`src/design/irq_addr_pkg.sv`:
```
package irq_addr_pkg;
	// Register offsets on the plain register port (word index)
	localparam logic [3:0]  OFF_HP_CAUSE     = 4'h8;
	localparam logic [3:0]  OFF_STD_ENABLE   = 4'h9;
	localparam logic [3:0]  OFF_TERM_ADDR    = 4'hA;
	localparam logic [3:0]  OFF_HP_ENABLE    = 4'h7;
	localparam logic [3:0]  OFF_ROLE_CTRL    = 4'h0;
	localparam logic [3:0]  OFF_CORE_STATUS  = 4'h1;

	// High-priority cause / enable bit positions
	localparam int HP_STD      = 0;
	localparam int HP_MSGERR   = 1;
	localparam int HP_CBEND    = 2;
	localparam int HP_STFAIL   = 3;
	localparam int HP_STEND    = 4;
	localparam int HP_SSFAIL   = 5;
	localparam int HP_DBC      = 6;
	localparam int HP_ILLOG    = 7;
	localparam int HP_OVERRUN  = 8;
	localparam logic [15:0] HP_MASK = 16'h01FF;

	// Standard event enable bit positions
	localparam int SE_ICONT    = 0;
	localparam int SE_MSGERR   = 1;
	localparam int SE_RETRY    = 2;
	localparam int SE_POLL     = 3;
	localparam int SE_ILLCMD   = 4;
	localparam int SE_ILLBCAST = 5;
	localparam logic [15:0] SE_MASK = 16'h003F;

	// Terminal address register fields
	localparam int TA_ADDR_LSB = 0;
	localparam int TA_PARITY   = 5;
	localparam int TA_PERR     = 6;
	localparam int TA_LOCK     = 7;
	localparam int TA_ROLE     = 8;
	localparam int TA_BUSYINH  = 9;
	localparam int TA_SRQ      = 10;
	localparam int TA_TFLAG    = 11;
	localparam int TA_DBCA     = 12;
	localparam int TA_SSF      = 13;
	localparam int TA_BUSY     = 14;
	localparam int TA_INSTR    = 15;
	localparam logic [15:0] TA_WR_MASK = 16'hFE3F;

	// Role control register: bit 10 software role override value
	localparam int RC_ROLE     = 10;
	localparam logic [15:0] RC_MASK = 16'h0400;

	// Core status register: bit 0 halted
	localparam int CS_HALTED   = 0;

	localparam logic [15:0] RESET_ZERO = 16'h0000;
endpackage : irq_addr_pkg

```
`src/design/irq_addr_regs.sv`:
```
`timescale 1ns/10ps
`default_nettype none
module irq_addr_regs (
	input  wire logic        clk_sys,
	input  wire logic        srst,
	input  wire logic [3:0]  reg_addr,
	input  wire logic [15:0] reg_wdata,
	input  wire logic        reg_wr,
	input  wire logic        reg_rd,
	output logic      [15:0] reg_rdata,
	input  wire logic [15:0] hp_event,
	input  wire logic        ev_illegal_bcast,
	input  wire logic        ev_illegal_cmd,
	input  wire logic        ev_poll_match,
	input  wire logic        ev_poll_cb_enable,
	input  wire logic        ev_retry_fail_all,
	input  wire logic        ev_msg_error,
	input  wire logic        ev_int_continue,
	input  wire logic        ev_descriptor_irq,
	input  wire logic        ev_dbc_mode_code,
	input  wire logic        ev_selftest_fail,
	input  wire logic        lock_pin,
	input  wire logic        role_select_pin,
	input  wire logic [4:0]  terminal_address_pins,
	input  wire logic        terminal_address_parity_pin,
	output logic             hp_irq_out,
	output logic             standard_irq_out_n,
	output logic             halted,
	output logic             controller_role,
	output logic             sw_instr,
	output logic             sw_busy,
	output logic             sw_ssflag,
	output logic             sw_ssf_log,
	output logic             sw_dbc_accept,
	output logic             sw_tflag,
	output logic             sw_srq,
	output logic             subsys_xfer_inhibit,
	output logic [4:0]       terminal_address
);

	typedef enum logic [1:0] {
		ST_LOAD = 2'b00,
		ST_RUN  = 2'b01
	} init_state_t;

	init_state_t init_r;
	logic [15:0] hp_cause_r;
	logic [15:0] hp_enable_r;
	logic [15:0] std_enable_r;
	logic [15:0] taddr_r;
	logic [15:0] role_ctrl_r;
	logic        halt_r;
	logic        lock_r;
	logic        rsel_r;
	logic [15:0] hp_set;
	logic        std_irq;
	logic        terminal_mode;

	function automatic logic odd_ok(input logic [5:0] a);
		odd_ok = ^a;
	endfunction : odd_ok

	function automatic logic hit(input logic [3:0] a, input logic [3:0] off);
		hit = (a == off);
	endfunction : hit

	assign terminal_mode = ~role_ctrl_r[irq_addr_pkg::RC_ROLE];

	// Standard interrupt sources gated by enable, four also by mode; descriptor interrupt passes ungated
	always_comb begin
		std_irq = ev_descriptor_irq;
		if (terminal_mode) begin
			std_irq = std_irq | (std_enable_r[irq_addr_pkg::SE_ILLBCAST] & ev_illegal_bcast);
			std_irq = std_irq | (std_enable_r[irq_addr_pkg::SE_ILLCMD] & ev_illegal_cmd);
		end else begin
			std_irq = std_irq | (std_enable_r[irq_addr_pkg::SE_POLL] & ev_poll_match
				& ev_poll_cb_enable);
			std_irq = std_irq | (std_enable_r[irq_addr_pkg::SE_RETRY] & ev_retry_fail_all);
		end
		std_irq = std_irq | (std_enable_r[irq_addr_pkg::SE_MSGERR] & ev_msg_error);
		std_irq = std_irq | (std_enable_r[irq_addr_pkg::SE_ICONT] & ev_int_continue);
	end

	// High-priority set terms; bit 0 only comes from standard interrupts
	always_comb begin
		hp_set = hp_event & hp_enable_r & irq_addr_pkg::HP_MASK;
		hp_set[irq_addr_pkg::HP_STD] = std_irq & hp_enable_r[irq_addr_pkg::HP_STD];
	end

	// Set wins over a simultaneous write-one clear
	always_ff @(posedge clk_sys) begin
		if (srst) begin
			hp_cause_r <= irq_addr_pkg::RESET_ZERO;
		end else if (reg_wr && hit(reg_addr, irq_addr_pkg::OFF_HP_CAUSE)) begin
			hp_cause_r <= ((hp_cause_r & ~reg_wdata) | hp_set) & irq_addr_pkg::HP_MASK;
		end else begin
			hp_cause_r <= hp_cause_r | hp_set;
		end
	end

	always_ff @(posedge clk_sys) begin
		if (srst) begin
			hp_enable_r <= irq_addr_pkg::RESET_ZERO;
		end else if (reg_wr && hit(reg_addr, irq_addr_pkg::OFF_HP_ENABLE)) begin
			hp_enable_r <= reg_wdata & irq_addr_pkg::HP_MASK;
		end
	end

	always_ff @(posedge clk_sys) begin
		if (srst) begin
			std_enable_r <= irq_addr_pkg::RESET_ZERO;
		end else if (reg_wr && hit(reg_addr, irq_addr_pkg::OFF_STD_ENABLE)) begin
			std_enable_r <= reg_wdata & irq_addr_pkg::SE_MASK;
		end
	end

	// Pin mirrors sampled every cycle
	always_ff @(posedge clk_sys) begin
		if (srst) begin
			lock_r <= 1'b0;
			rsel_r <= 1'b0;
		end else begin
			lock_r <= lock_pin;
			rsel_r <= role_select_pin;
		end
	end

	// Role: loaded from the pin after reset, software may override unless locked
	always_ff @(posedge clk_sys) begin
		if (srst) begin
			role_ctrl_r <= irq_addr_pkg::RESET_ZERO;
		end else if (init_r == ST_LOAD) begin
			role_ctrl_r <= {5'h00, role_select_pin, 10'h000};
		end else if (reg_wr && hit(reg_addr, irq_addr_pkg::OFF_ROLE_CTRL) && !lock_r) begin
			role_ctrl_r <= reg_wdata & irq_addr_pkg::RC_MASK;
		end
	end

	always_ff @(posedge clk_sys) begin
		if (srst) begin
			init_r <= ST_LOAD;
		end else begin
			init_r <= ST_RUN;
		end
	end

	// Address pins caught on the first clock after reset release, not under reset
	always_ff @(posedge clk_sys) begin
		if (srst) begin
			taddr_r <= irq_addr_pkg::RESET_ZERO;
		end else if (init_r == ST_LOAD) begin
			taddr_r[5:0] <= {terminal_address_parity_pin, terminal_address_pins};
			taddr_r[irq_addr_pkg::TA_PERR] <= ~odd_ok({terminal_address_parity_pin,
				terminal_address_pins});
		end else if (reg_wr && hit(reg_addr, irq_addr_pkg::OFF_TERM_ADDR)) begin
			taddr_r[15:9] <= reg_wdata[15:9];
			if (!lock_r) begin
				taddr_r[5:0] <= reg_wdata[5:0];
				taddr_r[irq_addr_pkg::TA_PERR] <= ~odd_ok(reg_wdata[5:0]);
			end
		end
	end

	// Halt on enabled message error until its cause bit is written clear
	always_ff @(posedge clk_sys) begin
		if (srst) begin
			halt_r <= 1'b0;
		end else if (hp_set[irq_addr_pkg::HP_MSGERR]) begin
			halt_r <= 1'b1;
		end else if (reg_wr && hit(reg_addr, irq_addr_pkg::OFF_HP_CAUSE)
			&& reg_wdata[irq_addr_pkg::HP_MSGERR]) begin
			halt_r <= 1'b0;
		end
	end

	// Interrupt outputs follow the registered causes one cycle later
	always_ff @(posedge clk_sys) begin
		if (srst) begin
			hp_irq_out         <= 1'b0;
			standard_irq_out_n <= 1'b1;
		end else begin
			hp_irq_out <= |(hp_cause_r & hp_enable_r & irq_addr_pkg::HP_MASK
				& ~16'h0001);
			standard_irq_out_n <= ~(hp_cause_r[irq_addr_pkg::HP_STD]
				& hp_enable_r[irq_addr_pkg::HP_STD]);
		end
	end

	// Status word controls to the protocol engine
	always_ff @(posedge clk_sys) begin
		if (srst) begin
			halted              <= 1'b0;
			controller_role     <= 1'b0;
			sw_instr            <= 1'b0;
			sw_busy             <= 1'b0;
			sw_ssflag           <= 1'b0;
			sw_ssf_log          <= 1'b0;
			sw_dbc_accept       <= 1'b0;
			sw_tflag            <= 1'b0;
			sw_srq              <= 1'b0;
			subsys_xfer_inhibit <= 1'b0;
			terminal_address    <= 5'h00;
		end else begin
			halted          <= halt_r;
			controller_role <= role_ctrl_r[irq_addr_pkg::RC_ROLE];
			sw_instr        <= taddr_r[irq_addr_pkg::TA_INSTR];
			sw_busy         <= taddr_r[irq_addr_pkg::TA_BUSY]
				| taddr_r[irq_addr_pkg::TA_BUSYINH];
			sw_ssflag       <= taddr_r[irq_addr_pkg::TA_SSF];
			sw_ssf_log      <= taddr_r[irq_addr_pkg::TA_SSF] & terminal_mode;
			sw_dbc_accept   <= taddr_r[irq_addr_pkg::TA_DBCA] & ev_dbc_mode_code;
			sw_tflag        <= taddr_r[irq_addr_pkg::TA_TFLAG] | ev_selftest_fail;
			sw_srq          <= taddr_r[irq_addr_pkg::TA_SRQ];
			subsys_xfer_inhibit <= taddr_r[irq_addr_pkg::TA_BUSYINH];
			terminal_address <= taddr_r[4:0];
		end
	end

	// Read port, data one cycle after the strobe, zero otherwise
	always_ff @(posedge clk_sys) begin
		if (srst) begin
			reg_rdata <= irq_addr_pkg::RESET_ZERO;
		end else if (reg_rd) begin
			unique case (reg_addr)
				irq_addr_pkg::OFF_HP_CAUSE:    reg_rdata <= hp_cause_r;
				irq_addr_pkg::OFF_HP_ENABLE:   reg_rdata <= hp_enable_r;
				irq_addr_pkg::OFF_STD_ENABLE:  reg_rdata <= std_enable_r;
				irq_addr_pkg::OFF_TERM_ADDR:   reg_rdata <= {taddr_r[15:9], rsel_r, lock_r,
					taddr_r[6:0]};
				irq_addr_pkg::OFF_ROLE_CTRL:   reg_rdata <= role_ctrl_r;
				irq_addr_pkg::OFF_CORE_STATUS: reg_rdata <= {15'h0000, halt_r};
				default:                       reg_rdata <= irq_addr_pkg::RESET_ZERO;
			endcase
		end else begin
			reg_rdata <= irq_addr_pkg::RESET_ZERO;
		end
	end

endmodule : irq_addr_regs
`default_nettype wire

```
`config.mk`:
```
export PLATFORM = sky130hd
export DESIGN_NAME = irq_addr_regs
export DESIGN_NICKNAME = d
export VERILOG_FILES = /design/src/design/irq_addr_pkg.sv /design/src/design/irq_addr_regs.sv
export SDC_FILE = /design/constraint.sdc
export NUM_CORES = 1
export LEC_CHECK = 0
export BUFFER_PORTS_ARGS = -buffer_cell sky130_fd_sc_hd__buf_2
export CORE_ASPECT_RATIO = 1.5
export CORE_MARGIN = 2
export CORE_UTILIZATION = 45
export DETAILED_ROUTE_END_ITERATION = 8
export PLACE_DENSITY = 0.71
export SYNTH_ARGS = -nofsm -noshare
export SYNTH_HDL_FRONTEND = slang
export SYNTH_SLANG_ARGS = --single-unit
export TNS_END_PERCENT = 10
```
`constraint.sdc`:
```
create_clock -name clk_sys -period 2.97 [get_ports clk_sys]
set_clock_uncertainty 0.15 [all_clocks]
set_input_delay 0.1485 -clock clk_sys [delete_from_list [all_inputs] [get_ports clk_sys]]
set_output_delay 0.1485 -clock clk_sys [all_outputs]
set_load 0.02 [all_outputs]
```
==> results of run 1 <==
flip-flops by register name (all words and copies together), names as in the netlist, 5 cells and up:
signal	flops
reg_rdata	16
taddr_r	14
hp_cause_r	9
hp_enable_r	9
std_enable_r	6
terminal_address	5
worst register-to-register path, stage by stage, from the launching register on:
cell	delay [ns]
dfxtp_1	0.63
and3_1	0.52
mux2i_1	0.24
nor2_1	0.06
dlygate4sd3_1	0.57
layout make-up:
type                            instances  area (um^2)
Clock buffer                            9          124
Timing Repair Buffer                  136          946
Inverter                                2         7.51
Clock inverter                          7          124
Fill cell                             550         2310
Multi-Input combinational cell        206         1310
Sequential cell                        76         1520
Tap cell                               76         95.1
Yosys cell counts, drive strengths merged (2+ instances only):
cell,n
a21oi,15
a221oi,2
a222oi,8
a22o,5
a22oi,12
a311oi,6
a31oi,2
and3,9
buf,13
clkbuf,7
dfxtp,76
inv,2
mux2i,14
nand2,23
nand3,29
nor2,41
nor2b,16
nor3b,2
o21ai,2
xnor2,6
xor2,2
stage by stage:
stage	utilization (%)	instances	power (mW)	instance area (um^2)	setup WS [ns]
2_1_floorplan	-	304	1.17	2960	1.55
3_3_place_gp	52.1	444	1.23	3360	0.917
3_5_place_dp	52.1	444	1.24	3360	0.882
4_1_cts	64.1	512	2.24	4130	0.196
5_1_grt	64.1	512	2.31	4130	0.0214
6_report	64.1	512	2.23	4130	0.144
routing by layer:
| metal | routed length [um] | up-vias | global-route usage (%) |
|---|---|---|---|
| met3 | 419 | 18 | 5.33 |
| met2 | 3710 | 103 | 33.4 |
| met4 | 214 | 0 | 11.8 |
| met1 | 3070 | 1269 | 26.0 |
| met5 | 0 | - | 0 |
| li1 | - | 1346 | - |
cells by family (layout without fill, tap and decap cells):
logic type | after synthesis | in the layout | synth area share (%)
buffers and inverters | 22 | 154 | 4.52
muxes | 15 | 15 | 5.11
AOI/OAI and AO/OA | 56 | 56 | 14.4
and+or+nand+nor | 126 | 126 | 21.5
DFF | 76 | 76 | 51.3
xor gates and xnor gates | 9 | 9 | 3.12
placed cells by master (no fill, tap or decap), drive strengths merged, types with 12 or more instances in the layout:
| cell type | count |
|---|---|
| nor2 | 41 |
| mux2i | 14 |
| nand2 | 23 |
| nand3 | 29 |
| nor2b | 16 |
| a22oi | 12 |
| dfxtp | 76 |
| a21oi | 15 |
| buf | 84 |
| dlygate4sd3 | 52 |
power by group through the flow:
stage	Clock [mW]	Sequential [mW]	Combinational, mW
global route	1.02	1.06	0.226
detailed placement	0	1.08	0.158
global placement	0	1.08	0.156
finish	0.966	1.05	0.206
floorplan	0	1.08	0.0927
CTS	0.979	1.05	0.205
path summary, 6_finish.rpt:
kind                          start                 end  slack (ns)  cells past startpoint
setup / recovery        reg_addr[2]          taddr_r[9]        0.14                      7
hold / removal    ev_descriptor_irq       hp_cause_r[0]        0.02                      4
setup reg to reg          init_r[0]          taddr_r[9]        0.68                      4
hold reg to reg       hp_cause_r[0]  standard_irq_out_n        0.28                      1
==> summary.txt, run 1 <==
Outcome
  – Outcome: complete, no violations

Drt
  – Vias per std cell: 5.34
  – Routed len/inst: 14.5 um
  – Initial drt markers: 186
  – DR vias: 2736
  – Detailed Route WL: 7410 um
  – Drt first pass iters: 7
  – Post-route antenna net violation count: 0
  – # DRC: 0

Synthesis
  – Netlist Area Pre-Place: roughly 3000 um^2
  – Cell accounting for the most synthesized area: dfxtp_1
  – Syn_area_per_cell: 9.75 um^2
  – Synth top area share: roughly half
  – Yosys warns: 0
  – Unique masters post-synth: 38
  – Synth top area cells: dfxtp_1 (51%), nor2_1 (5.2%), nand3_1 (4.9%)
  – Async S/R FF share, synth: 0%
  – Syn nets: 362
  – #FFs+latches synth: 76
  – Seq/Total Area, Yosys: about half
  – EDFF count, synth: 0
  – Main synth FF type: dfxtp_1
  – Synth Instances: 304

Power
  – Net load switching power: 517 uW
  – Peak VDD IR: 252 uV
  – Leak: 1.72 nW
  – Clk pwr share: 43.4%
  – Sequential power share: 47.4%
  – Internal: 1.71 mW
  – Pwr/cell area: between 500 and 600 nW/um^2
  – Sw Ratio: a little under a quarter
  – Gate power share: 9.3%

Setup path
  – Slowest cell delay on critical path: 0.66 ns
  – Critical path, cell by cell: dlygate4sd3_1 -> buf_2 -> and4bb_2 -> and3_1 -> mux2i_1 -> nor2_1 -> dlygate4sd3_1
  – Type of origin of the critical path: input port
  – Critical path type: in2reg
  – Crit end category: flip-flop
  – CP most frequent cell: dlygate4sd3_1
  – Crit path max fanout: 24
  – Required @ worst endpoint: 3.06 ns
  – Worst path bufs/invs: 3
  – Arrival time at the worst endpoint: 2.91 ns
  – Crit path max-delay family: buffers and inverters
  – Slowest CP cell: and4bb_2

Clocking
  – H-tree levels: 3
  – Setup Buffers After CTS: 0
  – Worst-path clk slew: 0.08 ns
  – Post_cts resized: 0
  – Deepest clock path buffer count: 2
  – CTS tree: yes
  – Clock root buffer: clkbuf_8
  – TritonCTS Sinks: between 70 and 80
  – CTS buffer count: 9
  – Cts hold-fix bufs: 52
  – Worst-Skew Late Latency: 0.36 ns

GRT
  – Antenna violations before repair: 0
  – Largest net degree at the start of global routing: 44
  – First-pass GRT wire length: 11800 um
  – Global route total overflow: 0
  – Number of global-route vias before repair: 2543
  – GRT Overall Usage: a little over a fifth

Place
  – Port Buffer Count: 82
  – DP HPWL: slightly below 5000 um
  – GPL Wtd Cong: 0.818

Floorplanning
  – Core Box Area: 6440 um^2
  – Die height: 103 um
  – I/O Pins: 91
  – Die X: 70.3 um
  – Initial core utilization: between 40% and 50%
  – Total die area: 7270 um^2
  – # rows: 36

STA
  – RSZ-0062 raised after global routing: no
  – Hold slack: 0.0237 ns
  – Slew HR: 36.0%
  – Final Hold Violating Endpoints: 0
  – # setup viols final: 0
  – Final period util: 95.2%
  – Worst-margin pin slew: around 0.96 ns
  – Max Slew Vio Count: 0
  – Post-route setup TNS: 0 ns
  – Minimum clock period: 2.83 ns
  – Fmax: 0.354 GHz

Layout
  – Layout area overhead: 39.2%
  – # diodes: 0
  – Ratio of cells with drive above 1 in the final layout: 24.3%
  – Final layout net count: 489

Worst hold path
  – Tightest Hold Check Type: in2reg

Flow run
  – # Max-Cap Violations: 0
Note: power is estimated with default switching activity, not from simulation.
==> run 2: changes to the inputs <==
--- a/config.mk
+++ b/config.mk
@@ -5,6 +5,7 @@
 export SDC_FILE = /design/constraint.sdc
 export NUM_CORES = 1
 export LEC_CHECK = 0
+export ABC_AREA = 1
 export BUFFER_PORTS_ARGS = -buffer_cell sky130_fd_sc_hd__buf_2
 export CORE_ASPECT_RATIO = 1.5
 export CORE_MARGIN = 2
==> summary.txt, run 2 <==
Clocking
  – Post_cts resized: 0
  – Setup Buffers After CTS: 0
  – H-tree levels: 3
  – Worst-path clk slew: 0.08 ns
  – CTS buffer count: 9
  – Clock root buffer: clkbuf_8
  – CTS tree: yes
  – TritonCTS Sinks: 76
  – Worst-Skew Late Latency: ~0.35 ns
  – Cts hold-fix bufs: 29
  – Deepest clock path buffer count: 2

Synthesis
  – Netlist Area Pre-Place: about 3000 um^2
  – Syn nets: 453
  – #FFs+latches synth: 76
  – Synth top cells by count: dfxtp_1 (76), nand2_1 (63), inv_1 (55), nor2_1 (49), o21ai_0 (41)
  – Synth top area share: 50.2%
  – Async S/R FF share, synth: 0%
  – EDFF count, synth: 0
  – Cell accounting for the most synthesized area: dfxtp_1
  – Syn_area_per_cell: 7.67 um^2
  – Yosys warns: 0
  – Unique masters post-synth: 30
  – Seq/Total Area, Yosys: 50.2%
  – Synth top area cells: dfxtp_1 (50%), nand2_1 (7.8%), inv_1 (6.8%)
  – Main synth FF type: dfxtp_1
  – Synth Instances: ~400
  – Top-count cell post-synth: dfxtp_1

Layout
  – Biggest regs: reg_rdata x16, taddr_r x14
  – Max reg flops: 16
  – Commonest non-fill, non-tap cells in the layout: buf_2 (82), dfxtp_1 (76), nand2_1 (63), inv_1 (55), nor2_1 (49)
  – Most common cell after layout, fill and taps aside: buf_2
  – Largest Register: reg_rdata
  – Ratio of cells with drive above 1 in the final layout: 21.3%
  – # diodes: 0
  – Final layout net count: 561
  – Layout area overhead: 30.8%
  – Fillers: approximately 610

STA
  – Final period util: 75.9%
  – Fmax: between 0.4 and 0.5 GHz
  – Final Hold Violating Endpoints: 0
  – # setup viols final: 0
  – Max Slew Vio Count: 0
  – Slew HR: about three fifths
  – Minimum clock period: 2.25 ns
  – Worst-margin pin slew: between 0.6 and 0.7 ns
  – RSZ-0062 raised after global routing: no
  – Post-route setup TNS: 0 ns

Setup path
  – Critical path type: in2reg
  – Crit path max-delay family: buffers and inverters
  – Slowest CP cell: dlygate4sd3_1
  – Crit end category: flip-flop
  – Arrival time at the worst endpoint: 2.35 ns
  – R2r setup slk: 1.28 ns
  – Critical path, cell by cell: dlygate4sd3_1 -> buf_2 -> inv_1 -> nor2_4 -> nand2_1 -> inv_1 -> nand3_1 -> nand2_1 -> a21oi_1 -> dlygate4sd3_1
  – Worst path bufs/invs: 5
  – Slowest cell delay on critical path: 0.56 ns
  – Crit path max fanout: 11
  – Required @ worst endpoint: 3.06 ns
  – Type of origin of the critical path: input port

Place
  – Port Buffer Count: 82
  – GPL Wtd Cong: 0.818
  – DP HPWL: 5370 um

Drt
  – Initial drt markers: approximately 120
  – Post-route antenna net violation count: 0
  – Routed len/inst: 13.0 um
  – DR vias: 2926
  – Drt first pass iters: 4
  – Vias per std cell: 5.01
  – Detailed Route WL: 7610 um
  – # DRC: 0

Floorplanning
  – Initial core utilization: 46.4%
  – Core Box Area: 6530 um^2
  – Die height: around 100 um
  – Total die area: 7420 um^2
  – # rows: 36
  – Die X: between 70 and 80 um
  – I/O Pins: 91

GRT
  – GRT Overall Usage: 21.1%
  – Antenna violations before repair: 0
  – Global route total overflow: 0
  – Largest net degree at the start of global routing: 33
  – First-pass GRT wire length: between 10000 and 15000 um
  – Number of global-route vias before repair: 2861

Worst hold path
  – Tightest Hold Check Type: in2reg

Flow run
  – # Max-Cap Violations: 0

Outcome
  – Outcome: complete, no violations

Power
  – Total power: 2.10 mW
  – Peak VDD IR: approximately 210 uV
  – Leak: 1.78 nW
  – Pwr/cell area: 530 nW/um^2
run 2: changes by cell type after synthesis, sizes merged, moves of 13 or more:
cell / before / now
a21oi: 15 / 38
mux2i: 14 / 0
nand2: 23 / 64
inv: 2 / 57
nand3: 29 / 16
o21ai: 2 / 42
nor2b: 16 / 0
run 2: power by group:
group	switching [mW]	internal, mW	leakage, nW
clock network	0.365	0.473	0.102
logic	0.118	0.0891	1.06
registers	0.0143	1.04	0.617
total	0.498	1.60	1.78
run 2: path summary, 6_finish.rpt:
kind / cells past startpoint / to / from
setup reg to reg: 5 / hp_cause_r[0] / std_enable_r[0]
setup / recovery: 10 / hp_cause_r[8] / reg_addr[3]
hold reg to reg: 1 / standard_irq_out_n / hp_cause_r[0]
hold / removal: 3 / hp_enable_r[0] / reg_wdata[0]
run 2: worst reg2reg max path, cell delays in order, from the launching register on:
cell           delay [ns]
dfxtp_1              0.32
a221oi_1             0.31
dlygate4sd3_1        0.61
nand2_1              0.06
nand2_1              0.05
o21ai_0              0.07
run 2: metal layers:
layer	vias up	GRT usage, %	wire (um)
met3	24	4.36	429
met5	-	0	0
met4	0	13.5	253
met2	98	35.8	3760
met1	1312	23.4	3160
li1	1492	-	-
run 2: metrics by stage:
| step | cells | util, % | hold slack, ns | setup WS, ns | instance area [um^2] |
|---|---|---|---|---|---|
| final | 584 | 60.7 | 0.00207 | 0.716 | 3970 |
| after global routing | 584 | 60.7 | 0.0250 | 0.614 | 3970 |
| after CTS | 584 | 60.7 | 0.00153 | 0.740 | 3970 |
| after detailed placement | 539 | 53.0 | 0.214 | 1.23 | 3460 |
| after global placement | 539 | 53.0 | 0.211 | 1.25 | 3460 |
| after floorplan | 395 | - | 0.0811 | 1.58 | 3030 |
run 2: kinds of logic (layout without fill, tap and decap cells):
family	Yosys count	after routing	share of synthesized area, %
XOR/XNOR	6	6	1.73
AND/OR/NAND/NOR	142	142	20.1
flip-flops	76	76	50.2
AO/OA/AOI/OAI	98	98	17.8
buffers and inverters	73	186	10.1
run 2: layout make-up:
cell class	count	area (um^2)	share of cell area [%]
sequential	76	1520	38.4
multi-input combinational	246	1200	30.3
tap	76	95.1	2.40
clock buffer	10	128	3.22
inverter	57	214	5.40
timing repair buffer	113	716	18.0
clock inverter	6	88.8	2.24
==> run 3: changes to the inputs <==
--- a/config.mk
+++ b/config.mk
@@ -5,13 +5,13 @@
 export SDC_FILE = /design/constraint.sdc
 export NUM_CORES = 1
 export LEC_CHECK = 0
-export ABC_AREA = 1
+export ABC_AREA = 0
 export BUFFER_PORTS_ARGS = -buffer_cell sky130_fd_sc_hd__buf_2
 export CORE_ASPECT_RATIO = 1.5
 export CORE_MARGIN = 2
 export CORE_UTILIZATION = 45
 export DETAILED_ROUTE_END_ITERATION = 8
-export PLACE_DENSITY = 0.71
+export PLACE_DENSITY = 0.74
 export SYNTH_ARGS = -nofsm -noshare
 export SYNTH_HDL_FRONTEND = slang
 export SYNTH_SLANG_ARGS = --single-unit
==> constraint.sdc (replaced) <==
create_clock -name clk_sys -period 1.9 [get_ports clk_sys]
set_clock_uncertainty 0.15 [all_clocks]
set_input_delay 0.095 -clock clk_sys [delete_from_list [all_inputs] [get_ports clk_sys]]
set_output_delay 0.095 -clock clk_sys [all_outputs]
set_load 0.02 [all_outputs]
==> summary.txt, run 3 (same netlist as run 1, synthesis figures left out) <==
Layout
  – Layout area overhead: 38.2%
  – Ratio of cells with drive above 1 in the final layout: 25.2%
  – Biggest regs: reg_rdata x16, taddr_r x14
  – Largest Register: reg_rdata
  – Multi-input logic area: 1310 um^2
  – Final layout net count: 494
  – Fillers: 541
  – Finished layout cell area: 4100 um^2
  – Commonest non-fill, non-tap cells in the layout: buf_2 (82), dfxtp_1 (76), dlygate4sd3_1 (49), nor2_1 (41), nand3_1 (29)
  – Final Core Density: a little under two thirds
  – Max reg flops: 16
  – # diodes: 0
  – Register area: 1520 um^2
  – Most common cell after layout, fill and taps aside: buf_2

Setup path
  – RR Endpoint: taddr_r[2]
  – Arrival time at the worst endpoint: 1.98 ns
  – Reg2Reg Depth: 5
  – Reg-to-Reg Start: lock_r
  – Crit end category: flip-flop
  – Type of origin of the critical path: flip-flop
  – Required @ worst endpoint: roughly 2.0 ns
  – R2r setup slk: 0.05 ns
  – Crit path max fanout: 6
  – Critical path type: reg2reg

STA
  – Max Slew Vio Count: 0
  – Final Hold Violating Endpoints: 0
  – Worst-margin pin slew: around 0.58 ns
  – Fmax: ~0.54 GHz
  – Final setup margin: 0.0503 ns
  – RSZ-0062 raised after global routing: yes
  – Slew HR: 61.2%
  – Minimum clock period: 1.85 ns
  – # setup viols final: 0
  – Final period util: 97.4%
  – Hold slack: 0.0676 ns
  – Post-route setup TNS: 0 ns

Worst hold path
  – Tightest Hold Check Type: in2reg
  – Worst min-delay path startpoint: srst
  – Cells on Worst Hold Path: 4
  – Worst Hold End: reg_rdata[2]

GRT
  – Number of global-route vias before repair: 2730
  – GRT Overall Usage: about 23%
  – Antenna violations before repair: 0
  – Global route total overflow: 0
  – Largest net degree at the start of global routing: 58
  – First-pass GRT wire length: about 13000 um

Flow run
  – # Max-Cap Violations: 0

Place
  – Port Buffer Count: 82
  – DP HPWL: 5030 um
  – Placed inst area: roughly 3400 um^2
  – Setup WS pre-CTS: 0.166 ns
  – GPL Wtd Cong: 0.847

Drt
  – Drt first pass iters: 5
  – DR vias: about 2800
  – Initial drt markers: 149
  – Post-route antenna net violation count: 0
  – # DRC: 0
  – Vias per std cell: 5.44
  – Detailed Route WL: 7910 um
  – Routed len/inst: 15.3 um

Floorplanning
  – Initial core utilization: a little under half
  – Die height: 103 um
  – Core Box Area: 6440 um^2
  – Die X: 70.3 um
  – I/O Pins: 91
  – Total die area: 7270 um^2
  – # rows: 36

Power
  – Pwr/cell area: 772 nW/um^2
  – Peak VDD IR: between 300 and 400 uV
  – Leak: 1.69 nW

Clocking
  – CTS tree: yes
  – Deepest clock path buffer count: 2
  – CTS buffer count: 9
  – Worst-Skew Late Latency: between 0.3 and 0.4 ns
  – TritonCTS Sinks: 76
  – Worst-path clk slew: 0.07 ns
  – Clock root buffer: clkbuf_8
  – H-tree levels: 3

Outcome
  – Outcome: complete, no violations
run 3: cell types whose count changed in the layout (fill, tap and decap cells not counted), sizes merged, moves of 9 or more:
| cell | change |
|---|---|
| and3 | +9 |
| o21ai | -40 |
| a22oi | +11 |
| nand2 | -41 |
| nor2 | -10 |
| dlygate4sd3 | +20 |
| inv | -55 |
| mux2i | +14 |
| a21oi | -23 |
| nor2b | +16 |
| nand3 | +13 |
run 3: critical path, stage by stage, from the launching register on:
cell           delay (ns)
dfxtp_1              0.36
nor2b_2              0.19
buf_4                0.17
nand3_1              0.09
a311oi_1             0.26
dlygate4sd3_1        0.57
run 3: layout make-up:
type,count,share of cell area (%)
clock buffers,13,3.64
clock inverters,2,0.855
inverters,2,0.183
multi-input cells,206,32.0
flip-flops and latches,76,37.2
well taps,76,2.32
repair buffers,141,23.8
run 3: what timing repair did:
item | in CTS | in global routing
setup buffers | 0 | 0
setup endpoints to repair | 0 | 4
hold buffers | 49 | 0
endpoints found under the hold margin | 45 | 0
gates resized for setup | 0 | 1
run 3: power breakdown:
group / switching, mW / leakage (nW) / internal, mW
combinational: 0.163 / 0.984 / 0.177
clock: 0.539 / 0.0935 / 0.635
sequential: 0.0240 / 0.617 / 1.62
total: 0.726 / 1.69 / 2.44
run 3: worst max-delay path by stage:
stage                  endpoint        start
finish               taddr_r[2]       lock_r
global placement    taddr_r[11]  reg_addr[2]
detailed placement  taddr_r[14]  reg_addr[2]
CTS                  taddr_r[2]       lock_r
global route         taddr_r[2]       lock_r
floorplan           taddr_r[10]  reg_addr[2]
run 3: metrics by stage:
stage,total power [mW],cells
floorplan,1.83,304
global placement,1.94,452
detailed placement,1.95,452
CTS,3.17,516
global route,3.28,516
finish,3.16,516
run 3: routing by layer:
layer  vias up  wire length [um]  share of wire (%)  track usage, %
li1       1349                 -                  -               -
met1      1313              3100                 39            24.5
met2       105              4010                 51            38.6
met3        40               340                4.3            3.68
met4         0               466                5.9            18.3
met5         -                 0                  0               0
